$ cat src/verilog/facd_pkg.sv
// What this block does
// - Opcode 03 takes current-length address, 13 takes four bytes, then streams array bytes.
// - Opcode 0B takes current-length address; 0C takes four bytes plus one mode byte.
// - Opcodes 02/12 program up to 256 or 512 data bytes per transaction.
// - Opcodes 20/21 erase the addressed 4KB sector to all ones.
// - Opcodes D8/DC erase the addressed 256KB sector to all ones.
// - Opcodes 60 or C7, without address, erase the whole array.
// - Opcode D0 plus address reports whether that sector's last erase succeeded.
// - Opcode 5D plus address returns the erase count of that sector.
// - Opcode B7 selects four-byte addresses, B8 selects three-byte addresses.
`default_nettype none
package facd_pkg;
  // Opcodes.
  localparam logic [7:0] OP_NORMAL_READ_VAR = 8'h03;
  localparam logic [7:0] OP_NORMAL_READ_4B = 8'h13;
  localparam logic [7:0] OP_FAST_READ_VAR = 8'h0b;
  localparam logic [7:0] OP_FAST_READ_4B = 8'h0c;
  localparam logic [7:0] OP_PROGRAM_VAR = 8'h02;
  localparam logic [7:0] OP_PROGRAM_4B = 8'h12;
  localparam logic [7:0] OP_SMALL_ERASE_VAR = 8'h20;
  localparam logic [7:0] OP_SMALL_ERASE_4B = 8'h21;
  localparam logic [7:0] OP_LARGE_ERASE_VAR = 8'hd8;
  localparam logic [7:0] OP_LARGE_ERASE_4B = 8'hdc;
  localparam logic [7:0] OP_CHIP_ERASE_A = 8'h60;
  localparam logic [7:0] OP_CHIP_ERASE_B = 8'hc7;
  localparam logic [7:0] OP_ERASE_OUTCOME = 8'hd0;
  localparam logic [7:0] OP_WEAR_COUNT = 8'h5d;
  localparam logic [7:0] OP_ADDR_LEN_FOUR = 8'hb7;
  localparam logic [7:0] OP_ADDR_LEN_THREE = 8'hb8;
  // Address lengths in bytes.
  localparam logic [2:0] ADDR_BYTES_SHORT = 3'h3;
  localparam logic [2:0] ADDR_BYTES_LONG = 3'h4;
  // Page buffer sizes in bytes.
  localparam logic [9:0] PAGE_BYTES_SMALL = 10'h100;
  localparam logic [9:0] PAGE_BYTES_LARGE = 10'h200;
  // Address length after reset: three-byte addressing.
  localparam logic ADDR_LEN_RESET = 1'b0;
  // Source selected for a read stream.
  localparam logic [1:0] SPACE_ARRAY = 2'h0;
  localparam logic [1:0] SPACE_ERASE_OUTCOME = 2'h1;
  localparam logic [1:0] SPACE_WEAR_COUNT = 2'h2;
  // Erase kinds.
  localparam logic [1:0] ERASE_SMALL = 2'h0;
  localparam logic [1:0] ERASE_LARGE = 2'h1;
  localparam logic [1:0] ERASE_CHIP = 2'h2;
  // Serial clock ceiling for normal reads, MHz; enforced by the host's clock choice.
  localparam int NORMAL_READ_MAX_MHZ = 50;
  // Decoder states.
  typedef enum logic [5:0] {
    ST_OPCODE = 6'b000001,
    ST_ADDR = 6'b000010,
    ST_MODE = 6'b000100,
    ST_DATA_OUT = 6'b001000,
    ST_DATA_IN = 6'b010000,
    ST_WAIT_END = 6'b100000
  } facd_state_e;
endpackage : facd_pkg
`default_nettype wire

$ cat src/verilog/facd_addr_if.sv
`default_nettype none
// Carries address bytes from the decoder into the address collector.
interface facd_addr_if;
  logic clear;
  logic shift;
  logic [7:0] byte_in;
  logic four_byte;
  logic done;
  logic [31:0] addr;
  modport decoder (output clear, output shift, output byte_in, output four_byte,
                   input done, input addr);
  modport collector (input clear, input shift, input byte_in, input four_byte,
                     output done, output addr);
endinterface : facd_addr_if
`default_nettype wire

$ cat src/verilog/facd_addr_collect.sv
`default_nettype none
module facd_addr_collect
  import facd_pkg::*;
(
  // Clock and reset.
  input wire logic i_clk,
  input wire logic i_reset_n,
  // Decoder side.
  facd_addr_if.collector ac
);
  logic [2:0] count;
  logic [2:0] next_count;
  logic [31:0] addr;
  logic [31:0] next_addr;
  logic [2:0] need;

  // Bytes arrive most significant first, so each one shifts in at the bottom.
  always_comb begin
    need = ac.four_byte ? ADDR_BYTES_LONG : ADDR_BYTES_SHORT;
    next_count = count;
    next_addr = addr;
    if (ac.clear) begin
      next_count = 3'h0;
      next_addr = 32'h0;
    end else if (ac.shift && count != need) begin
      next_count = count + 3'h1;
      next_addr = {addr[23:0], ac.byte_in};
    end
  end

  // State registers.
  always_ff @(posedge i_clk or negedge i_reset_n) begin
    if (!i_reset_n) begin
      count <= 3'h0;
      addr <= 32'h0;
    end else begin
      count <= next_count;
      addr <= next_addr;
    end
  end

  assign ac.done = (count == need);
  assign ac.addr = addr;
endmodule : facd_addr_collect
`default_nettype wire

$ cat src/verilog/facd_top.sv
`default_nettype none
module facd_top
  import facd_pkg::*;
(
  // Clock and reset.
  input wire logic I_SYS_CLK,
  input wire logic I_RESET_N,
  // Deserialised link.
  input wire logic I_CS_N,
  input wire logic I_RX_VALID,
  input wire logic [7:0] I_RX_BYTE,
  input wire logic I_TX_REQ,
  output logic O_TX_VALID,
  output logic [7:0] O_TX_BYTE,
  // Device status and configuration.
  input wire logic I_WEL,
  input wire logic I_PAGE_512,
  output logic O_ADDR_LEN_4B,
  output logic O_WEL_CLEAR,
  // Array engine.
  input wire logic [7:0] I_ARRAY_DATA,
  output logic O_ARRAY_RD,
  output logic [1:0] O_ARRAY_SPACE,
  output logic [31:0] O_ARRAY_ADDR,
  output logic O_PROG_WR,
  output logic [7:0] O_PROG_DATA,
  output logic O_PROG_COMMIT,
  output logic O_ERASE_REQ,
  output logic [1:0] O_ERASE_KIND
);
  facd_addr_if ac ();
  facd_state_e state, next_state;
  logic [7:0] opcode, next_opcode;
  logic addr_len, next_addr_len;
  logic [31:0] array_addr, next_array_addr;
  logic [1:0] space, next_space;
  logic [9:0] count, next_count;
  logic tx_valid, next_tx_valid;
  logic [7:0] tx_byte, next_tx_byte;
  logic prog_wr, next_prog_wr;
  logic [7:0] prog_data, next_prog_data;
  logic prog_commit, next_prog_commit;
  logic erase_req, next_erase_req;
  logic [1:0] erase_kind, next_erase_kind;
  logic wel_clear, next_wel_clear;
  logic four_byte, next_four_byte;
  logic array_rd;
  logic [9:0] page_limit;

  facd_addr_collect u_addr (
    .i_clk(I_SYS_CLK),
    .i_reset_n(I_RESET_N),
    .ac(ac)
  );

  ////////////////////////////////////////////////////////////////////////////
  // Decode. A frame ends when chip select rises; commands that change state
  // act only then, so a frame cut short never erases or programs.
  always_comb begin
    next_state = state;
    next_opcode = opcode;
    next_addr_len = addr_len;
    next_array_addr = array_addr;
    next_space = space;
    next_count = count;
    next_tx_valid = 1'b0;
    next_tx_byte = tx_byte;
    next_prog_wr = 1'b0;
    next_prog_data = prog_data;
    next_prog_commit = 1'b0;
    next_erase_req = 1'b0;
    next_erase_kind = erase_kind;
    next_wel_clear = 1'b0;
    next_four_byte = four_byte;
    page_limit = I_PAGE_512 ? PAGE_BYTES_LARGE : PAGE_BYTES_SMALL;
    array_rd = (state == ST_DATA_OUT) && I_TX_REQ && !I_CS_N;
    ac.clear = 1'b0;
    ac.shift = 1'b0;
    ac.byte_in = I_RX_BYTE;
    if (I_CS_N) begin
      if (state == ST_WAIT_END) begin
        case (opcode)
          OP_ADDR_LEN_FOUR: next_addr_len = 1'b1;
          OP_ADDR_LEN_THREE: next_addr_len = 1'b0;
          OP_SMALL_ERASE_VAR, OP_SMALL_ERASE_4B: begin
            next_erase_req = 1'b1;
            next_erase_kind = ERASE_SMALL;
          end
          OP_LARGE_ERASE_VAR, OP_LARGE_ERASE_4B: begin
            next_erase_req = 1'b1;
            next_erase_kind = ERASE_LARGE;
          end
          OP_CHIP_ERASE_A, OP_CHIP_ERASE_B: begin
            next_erase_req = 1'b1;
            next_erase_kind = ERASE_CHIP;
          end
          default: next_erase_req = 1'b0;
        endcase
        next_wel_clear = next_erase_req;
      end else if (state == ST_DATA_IN && count != 10'h0) begin
        next_prog_commit = 1'b1;
        next_wel_clear = 1'b1;
      end
      next_state = ST_OPCODE;
      ac.clear = 1'b1;
    end else begin
      case (state)
        ST_OPCODE: begin
          if (I_RX_VALID) begin
            next_opcode = I_RX_BYTE;
            next_count = 10'h0;
            next_state = ST_ADDR;
            next_space = SPACE_ARRAY;
            next_four_byte = addr_len;
            case (I_RX_BYTE)
              OP_NORMAL_READ_VAR, OP_FAST_READ_VAR: ;
              OP_NORMAL_READ_4B, OP_FAST_READ_4B: next_four_byte = 1'b1;
              OP_ERASE_OUTCOME: next_space = SPACE_ERASE_OUTCOME;
              OP_WEAR_COUNT: next_space = SPACE_WEAR_COUNT;
              OP_PROGRAM_VAR, OP_SMALL_ERASE_VAR, OP_LARGE_ERASE_VAR: begin
                if (!I_WEL) next_state = ST_OPCODE;
              end
              OP_PROGRAM_4B, OP_SMALL_ERASE_4B, OP_LARGE_ERASE_4B: begin
                next_four_byte = 1'b1;
                if (!I_WEL) next_state = ST_OPCODE;
              end
              OP_CHIP_ERASE_A, OP_CHIP_ERASE_B: begin
                next_state = I_WEL ? ST_WAIT_END : ST_OPCODE;
              end
              OP_ADDR_LEN_FOUR, OP_ADDR_LEN_THREE: next_state = ST_WAIT_END;
              default: next_state = ST_OPCODE;
            endcase
            // A refused or unknown opcode waits out the frame with a cleared
            // opcode, so later bytes are never taken for a new command.
            if (next_state == ST_OPCODE) begin
              next_opcode = 8'h00;
              next_state = ST_WAIT_END;
            end
          end
        end
        ST_ADDR: begin
          ac.shift = I_RX_VALID;
          if (ac.done) begin
            next_array_addr = ac.addr;
            case (opcode)
              OP_FAST_READ_4B: next_state = ST_MODE;
              OP_PROGRAM_VAR, OP_PROGRAM_4B: next_state = ST_DATA_IN;
              OP_SMALL_ERASE_VAR, OP_SMALL_ERASE_4B,
              OP_LARGE_ERASE_VAR, OP_LARGE_ERASE_4B: next_state = ST_WAIT_END;
              default: next_state = ST_DATA_OUT;
            endcase
          end
        end
        ST_MODE: begin
          if (I_RX_VALID) next_state = ST_DATA_OUT;
        end
        ST_DATA_OUT: begin
          // Each byte request fetches one byte; the address then steps on.
          if (array_rd) next_array_addr = array_addr + 32'h1;
          next_tx_valid = array_rd;
        end
        ST_DATA_IN: begin
          // Bytes past the page buffer size are dropped rather than wrapped.
          // A less-than test stays safe if the page size drops mid-frame.
          if (I_RX_VALID && count < page_limit) begin
            next_prog_wr = 1'b1;
            next_prog_data = I_RX_BYTE;
            next_count = count + 10'h1;
            if (count != 10'h0) next_array_addr = array_addr + 32'h1;
          end
        end
        ST_WAIT_END: next_state = ST_WAIT_END;
        default: next_state = ST_OPCODE;
      endcase
    end
    // The array answers in the cycle of the fetch, so the byte is captured then.
    if (array_rd) next_tx_byte = I_ARRAY_DATA;
    // The registered width keeps the collector off this process's own results.
    ac.four_byte = four_byte;
  end

  // The fetch strobe leaves in the cycle the serialiser asks.
  always_comb begin
    O_ARRAY_RD = array_rd;
  end

  ////////////////////////////////////////////////////////////////////////////
  // State registers.
  always_ff @(posedge I_SYS_CLK or negedge I_RESET_N) begin
    if (!I_RESET_N) begin
      state <= ST_OPCODE;
      opcode <= 8'h00;
      addr_len <= ADDR_LEN_RESET;
      array_addr <= 32'h0;
      space <= SPACE_ARRAY;
      count <= 10'h0;
      tx_valid <= 1'b0;
      tx_byte <= 8'h00;
      prog_wr <= 1'b0;
      prog_data <= 8'h00;
      prog_commit <= 1'b0;
      erase_req <= 1'b0;
      erase_kind <= ERASE_SMALL;
      wel_clear <= 1'b0;
      four_byte <= 1'b0;
    end else begin
      state <= next_state;
      opcode <= next_opcode;
      addr_len <= next_addr_len;
      array_addr <= next_array_addr;
      space <= next_space;
      count <= next_count;
      tx_valid <= next_tx_valid;
      tx_byte <= next_tx_byte;
      prog_wr <= next_prog_wr;
      prog_data <= next_prog_data;
      prog_commit <= next_prog_commit;
      erase_req <= next_erase_req;
      erase_kind <= next_erase_kind;
      wel_clear <= next_wel_clear;
      four_byte <= next_four_byte;
    end
  end

  assign O_TX_VALID = tx_valid;
  assign O_TX_BYTE = tx_byte;
  assign O_ADDR_LEN_4B = addr_len;
  assign O_WEL_CLEAR = wel_clear;
  assign O_ARRAY_SPACE = space;
  assign O_ARRAY_ADDR = array_addr;
  assign O_PROG_WR = prog_wr;
  assign O_PROG_DATA = prog_data;
  assign O_PROG_COMMIT = prog_commit;
  assign O_ERASE_REQ = erase_req;
  assign O_ERASE_KIND = erase_kind;

  ////////////////////////////////////////////////////////////////////////////
  // Checks.
  AST_NORMAL_READ_4B: assert property (@(posedge I_SYS_CLK) disable iff (!I_RESET_N)
    state == ST_OPCODE && !I_CS_N && I_RX_VALID && I_RX_BYTE == OP_NORMAL_READ_4B
    |=> four_byte && state == ST_ADDR)
    else $error("Opcode 13 did not force a four-byte address.");
  AST_FAST_MODE: assert property (@(posedge I_SYS_CLK) disable iff (!I_RESET_N)
    state == ST_ADDR && !I_CS_N && ac.done && opcode == OP_FAST_READ_4B |=> state == ST_MODE)
    else $error("Opcode 0C did not expect a mode byte.");
  AST_PAGE_LIMIT: assert property (@(posedge I_SYS_CLK) disable iff (!I_RESET_N)
    !I_PAGE_512 && count <= PAGE_BYTES_SMALL |=> count <= PAGE_BYTES_SMALL)
    else $error("Program byte count passed the small page size.");
  AST_PAGE_LARGE: assert property (@(posedge I_SYS_CLK) disable iff (!I_RESET_N)
    count <= PAGE_BYTES_LARGE)
    else $error("Program byte count passed the large page size.");
  AST_SMALL_ERASE: assert property (@(posedge I_SYS_CLK) disable iff (!I_RESET_N)
    state == ST_WAIT_END && I_CS_N && opcode == OP_SMALL_ERASE_4B
    |=> erase_req && erase_kind == ERASE_SMALL ##1 !erase_req)
    else $error("Opcode 21 did not raise one small erase pulse.");
  AST_LARGE_ERASE: assert property (@(posedge I_SYS_CLK) disable iff (!I_RESET_N)
    state == ST_WAIT_END && I_CS_N && opcode == OP_LARGE_ERASE_VAR
    |=> erase_req && erase_kind == ERASE_LARGE)
    else $error("Opcode D8 did not raise a large erase.");
  AST_CHIP_ERASE: assert property (@(posedge I_SYS_CLK) disable iff (!I_RESET_N)
    erase_req && erase_kind == ERASE_CHIP |-> $past(opcode) == OP_CHIP_ERASE_A
    || $past(opcode) == OP_CHIP_ERASE_B)
    else $error("Chip erase raised by a wrong opcode.");
  AST_OUTCOME_SPACE: assert property (@(posedge I_SYS_CLK) disable iff (!I_RESET_N)
    O_ARRAY_RD && opcode == OP_ERASE_OUTCOME |-> space == SPACE_ERASE_OUTCOME)
    else $error("Erase outcome query read the wrong source.");
  AST_WEAR_SPACE: assert property (@(posedge I_SYS_CLK) disable iff (!I_RESET_N)
    O_ARRAY_RD && opcode == OP_WEAR_COUNT |-> space == SPACE_WEAR_COUNT)
    else $error("Wear count query read the wrong source.");
  AST_ADDR_LEN: assert property (@(posedge I_SYS_CLK) disable iff (!I_RESET_N)
    state == ST_WAIT_END && I_CS_N && opcode == OP_ADDR_LEN_FOUR |=> addr_len)
    else $error("Opcode B7 did not select four-byte addressing.");
  AST_WEL_GATE: assert property (@(posedge I_SYS_CLK) disable iff (!I_RESET_N)
    state == ST_OPCODE && !I_CS_N && I_RX_VALID && !I_WEL
    && (I_RX_BYTE == OP_PROGRAM_VAR || I_RX_BYTE == OP_CHIP_ERASE_B)
    |=> state == ST_WAIT_END && opcode == 8'h00)
    else $error("Write command accepted without write enable.");
  COV_READ: cover property (@(posedge I_SYS_CLK) disable iff (!I_RESET_N) O_TX_VALID);
  COV_PROGRAM: cover property (@(posedge I_SYS_CLK) disable iff (!I_RESET_N) O_PROG_COMMIT);
  COV_ERASE: cover property (@(posedge I_SYS_CLK) disable iff (!I_RESET_N)
    O_ERASE_REQ && O_ERASE_KIND == ERASE_CHIP);
endmodule : facd_top
`default_nettype wire
$ cat config.mk
export PLATFORM = sky130hd
export DESIGN_NAME = facd_top
export DESIGN_NICKNAME = d
export VERILOG_FILES = /design/src/verilog/facd_pkg.sv /design/src/verilog/facd_addr_if.sv /design/src/verilog/facd_addr_collect.sv /design/src/verilog/facd_top.sv
export SDC_FILE = /design/constraint.sdc
export NUM_CORES = 1
export LEC_CHECK = 0
export BUFFER_PORTS_ARGS = -buffer_cell sky130_fd_sc_hd__buf_2
export CAP_MARGIN = 10
export CORE_MARGIN = 2
export CORE_UTILIZATION = 56
export CTS_BUF_LIST = sky130_fd_sc_hd__clkbuf_8 sky130_fd_sc_hd__clkbuf_16
export DETAILED_ROUTE_END_ITERATION = 7
export MAX_ROUTING_LAYER = met4
export PLACE_DENSITY = 0.78
export SLEW_MARGIN = 5
export SYNTH_ARGS = -nofsm -noshare
export SYNTH_HDL_FRONTEND = slang
export SYNTH_SLANG_ARGS = --single-unit
$ cat constraint.sdc
create_clock -name I_SYS_CLK -period 2.5 [get_ports I_SYS_CLK]
set_input_delay 0.375 -clock I_SYS_CLK [delete_from_list [all_inputs] [get_ports I_SYS_CLK]]
set_output_delay 0.375 -clock I_SYS_CLK [all_outputs]
set_load 0.02 [all_outputs]
==> results.toml <==
[finish]
multiInputGateArea_um2 = 3090
fillers = 824
register_area_um2 = 2960
finalNonFillerCells = 904
diodes = 0
drive_gt1_share_pct = 25.1
synthToLayoutAreaGrowth_pct = 21.4
final_common_cell = "dfrtp_1"
nets = 779
design_area_um2 = 7550
layout_common_cells = "dfrtp_1 (116), nand2_1 (89), buf_2 (80)"

[timing]
slew_headroom_pct = 61.8
finalMaxSlewViolations = 0
fin_crit_ps = 2390
max_clock_freq_ghz = 0.419
fin_crit_sh_pct = 95.6
fin_skew_ps = 6.98
setup_slack_ps = 111
hold_violations = 0
setup_viol = 0
tightest_slew_ps = 571

[die]
fp.dieH_um = 109
initial_core_util_pct = 57.4
die_x_um = 109
ios = 82
die_area_um2 = 12000
placeableCoreArea_um2 = 10800
placement_rows = 38

[route]
firstDrtPassIters = 5
drc_errors = 0
vias_per_cell = 6.15
ant_nets = 0
vias = 5563
drt_iter0_markers = 389
wl_per_cell_um = 18.0
routed_wl_um = 16300

[synth]
synth_compound_area_share_pct = 19.0
ys_ff_latch = 118
yosysSeqAreaShare_pct = 47.5
synth_nets = 694
synth_ff_type = "dfrtp_1"
synth_top_family_by_area = "simple AND/OR/NAND/NOR gates"
syn_area_per_cell_um2 = 9.34
synth_edf_count = 0
synth_area_um2 = 6220
synthAdderAreaFrac_pct = 1.01
yosys-mux-area-fraction_pct = 3.38
synthCells = 666
synthSimpleGateAreaFrac_pct = 24.0
synth_warnings = 0
async_flop_share_pct = 100
yosys.cell_types.count = 63
synth_xor_area_share_pct = 1.55

[hold_path]
hold_class = "in2reg"
whs_path_depth = 2

[power_and_ir_drop]
irDropWorstVdd_v = 0.000588
leakage_uw = 0.00336
power_density_nw_per_um2 = 770

[global_route]
grt_pass1_vias = 5336
grt_first_pass_wirelength_um = 26300
antenna_found_initial = 0
grt_max_degree = 77
grt_use_total_pct = 29.2
grt-ovfl-total = 0

[setup_path]
endpoint_kind = "output port"
criticalPathCategory = "reg2out"
worstPathArrival_ps = 2010
rrSetupSlack_ps = 110
required_ps = 2120
start_kind = "flop"
cp_max_fo = 7
ff2ff_path_depth = 7

[cts]
clkSinkCount = 118
cts-root-buf = "clkbuf_8"
worstSkewPairLatency_ps = 520
htreeDepth = 4
cts_max_path_buffers = 2
clk_pin_slew_ps = 60
cts_tree = "yes"
cts_buffers = 17

[placed_design]
dp_slack_ps = 150
port_buffers = 81
dpl.hpwl_um = 10600
placed_cell_area_um2 = 6860
dp_cells = 866
place_congestion = 0.928

[job]
drv_cap = 0

[run_status]
status = "finished clean"
flip-flops by register name, summed over array words and instances, names as in the netlist, 2 cells and up:
register,count
O_ARRAY_ADDR,32
O_ARRAY_SPACE,2
O_ERASE_KIND,2
O_PROG_DATA,8
O_TX_BYTE,8
count,10
opcode,8
state,6
u_addr.ac.addr,32
u_addr.count,3
final cells by class:
cell class | count | area share [%]
Multi-Input combinational cell | 497 | 40.9
Clock inverter | 9 | 1.61
Inverter | 9 | 0.448
Tap cell | 140 | 2.32
Timing Repair Buffer | 108 | 8.95
Clock buffer | 23 | 6.58
Sequential cell | 118 | 39.2
stage by stage:
stage	util [%]	total power [uW]	hold slack, ps	setup TNS (ps)
final	69.6	5810	87.4	0
after global routing	69.6	6050	78.8	-7.88
after CTS	69.3	5800	75.4	0
after detailed placement	63.3	3270	364	0
after global placement	63.3	3230	357	0
after floorplan	-	2900	79.4	0
cells by family after synthesis:
kind of cell             after synthesis
buffers and inverters                 51
adder cells (fa/ha/maj)                5
multiplexers                          19
XOR/XNOR                              11
flip-flops                           118
AND/OR/NAND/NOR                      281
AO/OA/AOI/OAI                        181
cells in the mapped netlist, types with 6 or more instances:
cell         n  area share (%)
dfrtp_1    117              47
nand2_1     89             5.4
a21oi_1     44             3.5
nor2_1      44             2.7
o21ai_0     37             3.0
nand2b_1    36             3.6
clkbuf_1    30             1.8
o21ai_1     27             2.2
nand3_1     26             2.1
mux2_2      16             2.9
nand4_1     15             1.5
a21oi_2     14             2.0
o22a_1      14             2.0
o22ai_1     10             1.0
buf_2        9            0.72
inv_1        9            0.54
a31oi_1      8            0.81
xor2_1       8             1.1
a2bb2oi_2    7             1.7
and3_1       7            0.70
nor4_1       7            0.70
nand4b_1     6            0.85
nor3_1       6            0.48
what timing repair did:
action                                 in CTS  in global routing
buffers inserted                            1                  4
gates resized for setup                     3                  1
hold buffers                                1                  0
pin swaps                                   1                  2
gates cloned                                0                  0
setup endpoints to repair                   1                  1
endpoints found under the hold margin      32                  0
critical path, stage by stage, from the launching register on:
cell      delay (ps)
dfrtp_2          480
nor4_4           360
nand3b_1         160
nor3b_2          190
buf_4            140
buf_2            160
metal layers:
metal	track usage, %	part of all wire (%)	vias up
met1	37.9	42	2724
li1	-	-	2569
met2	46.3	50	241
met4	9.67	1.6	0
met5	-	0	-
met3	5.87	6.7	29
final timing paths:
kind                                  startpoint                  to
worst max-delay path                    state[5]          O_ARRAY_RD
worst min-delay path             I_ARRAY_DATA[1]        O_TX_BYTE[1]
worst max register to register          state[1]    O_ARRAY_ADDR[13]
worst min register to register  O_ARRAY_SPACE[0]    O_ARRAY_SPACE[0]
max in group asynchronous              I_RESET_N  u_addr.ac.addr[28]
min in group asynchronous              I_RESET_N     O_ARRAY_ADDR[4]
power breakdown:
group,internal [uW],leakage [uW],switching [uW]
combinational,367,0.00143,549
sequential,2100,0.00162,275
clock,1670,0.000311,848
total,4140,0.00336,1670
No activity file was read; power rests on OpenSTA's default activity.
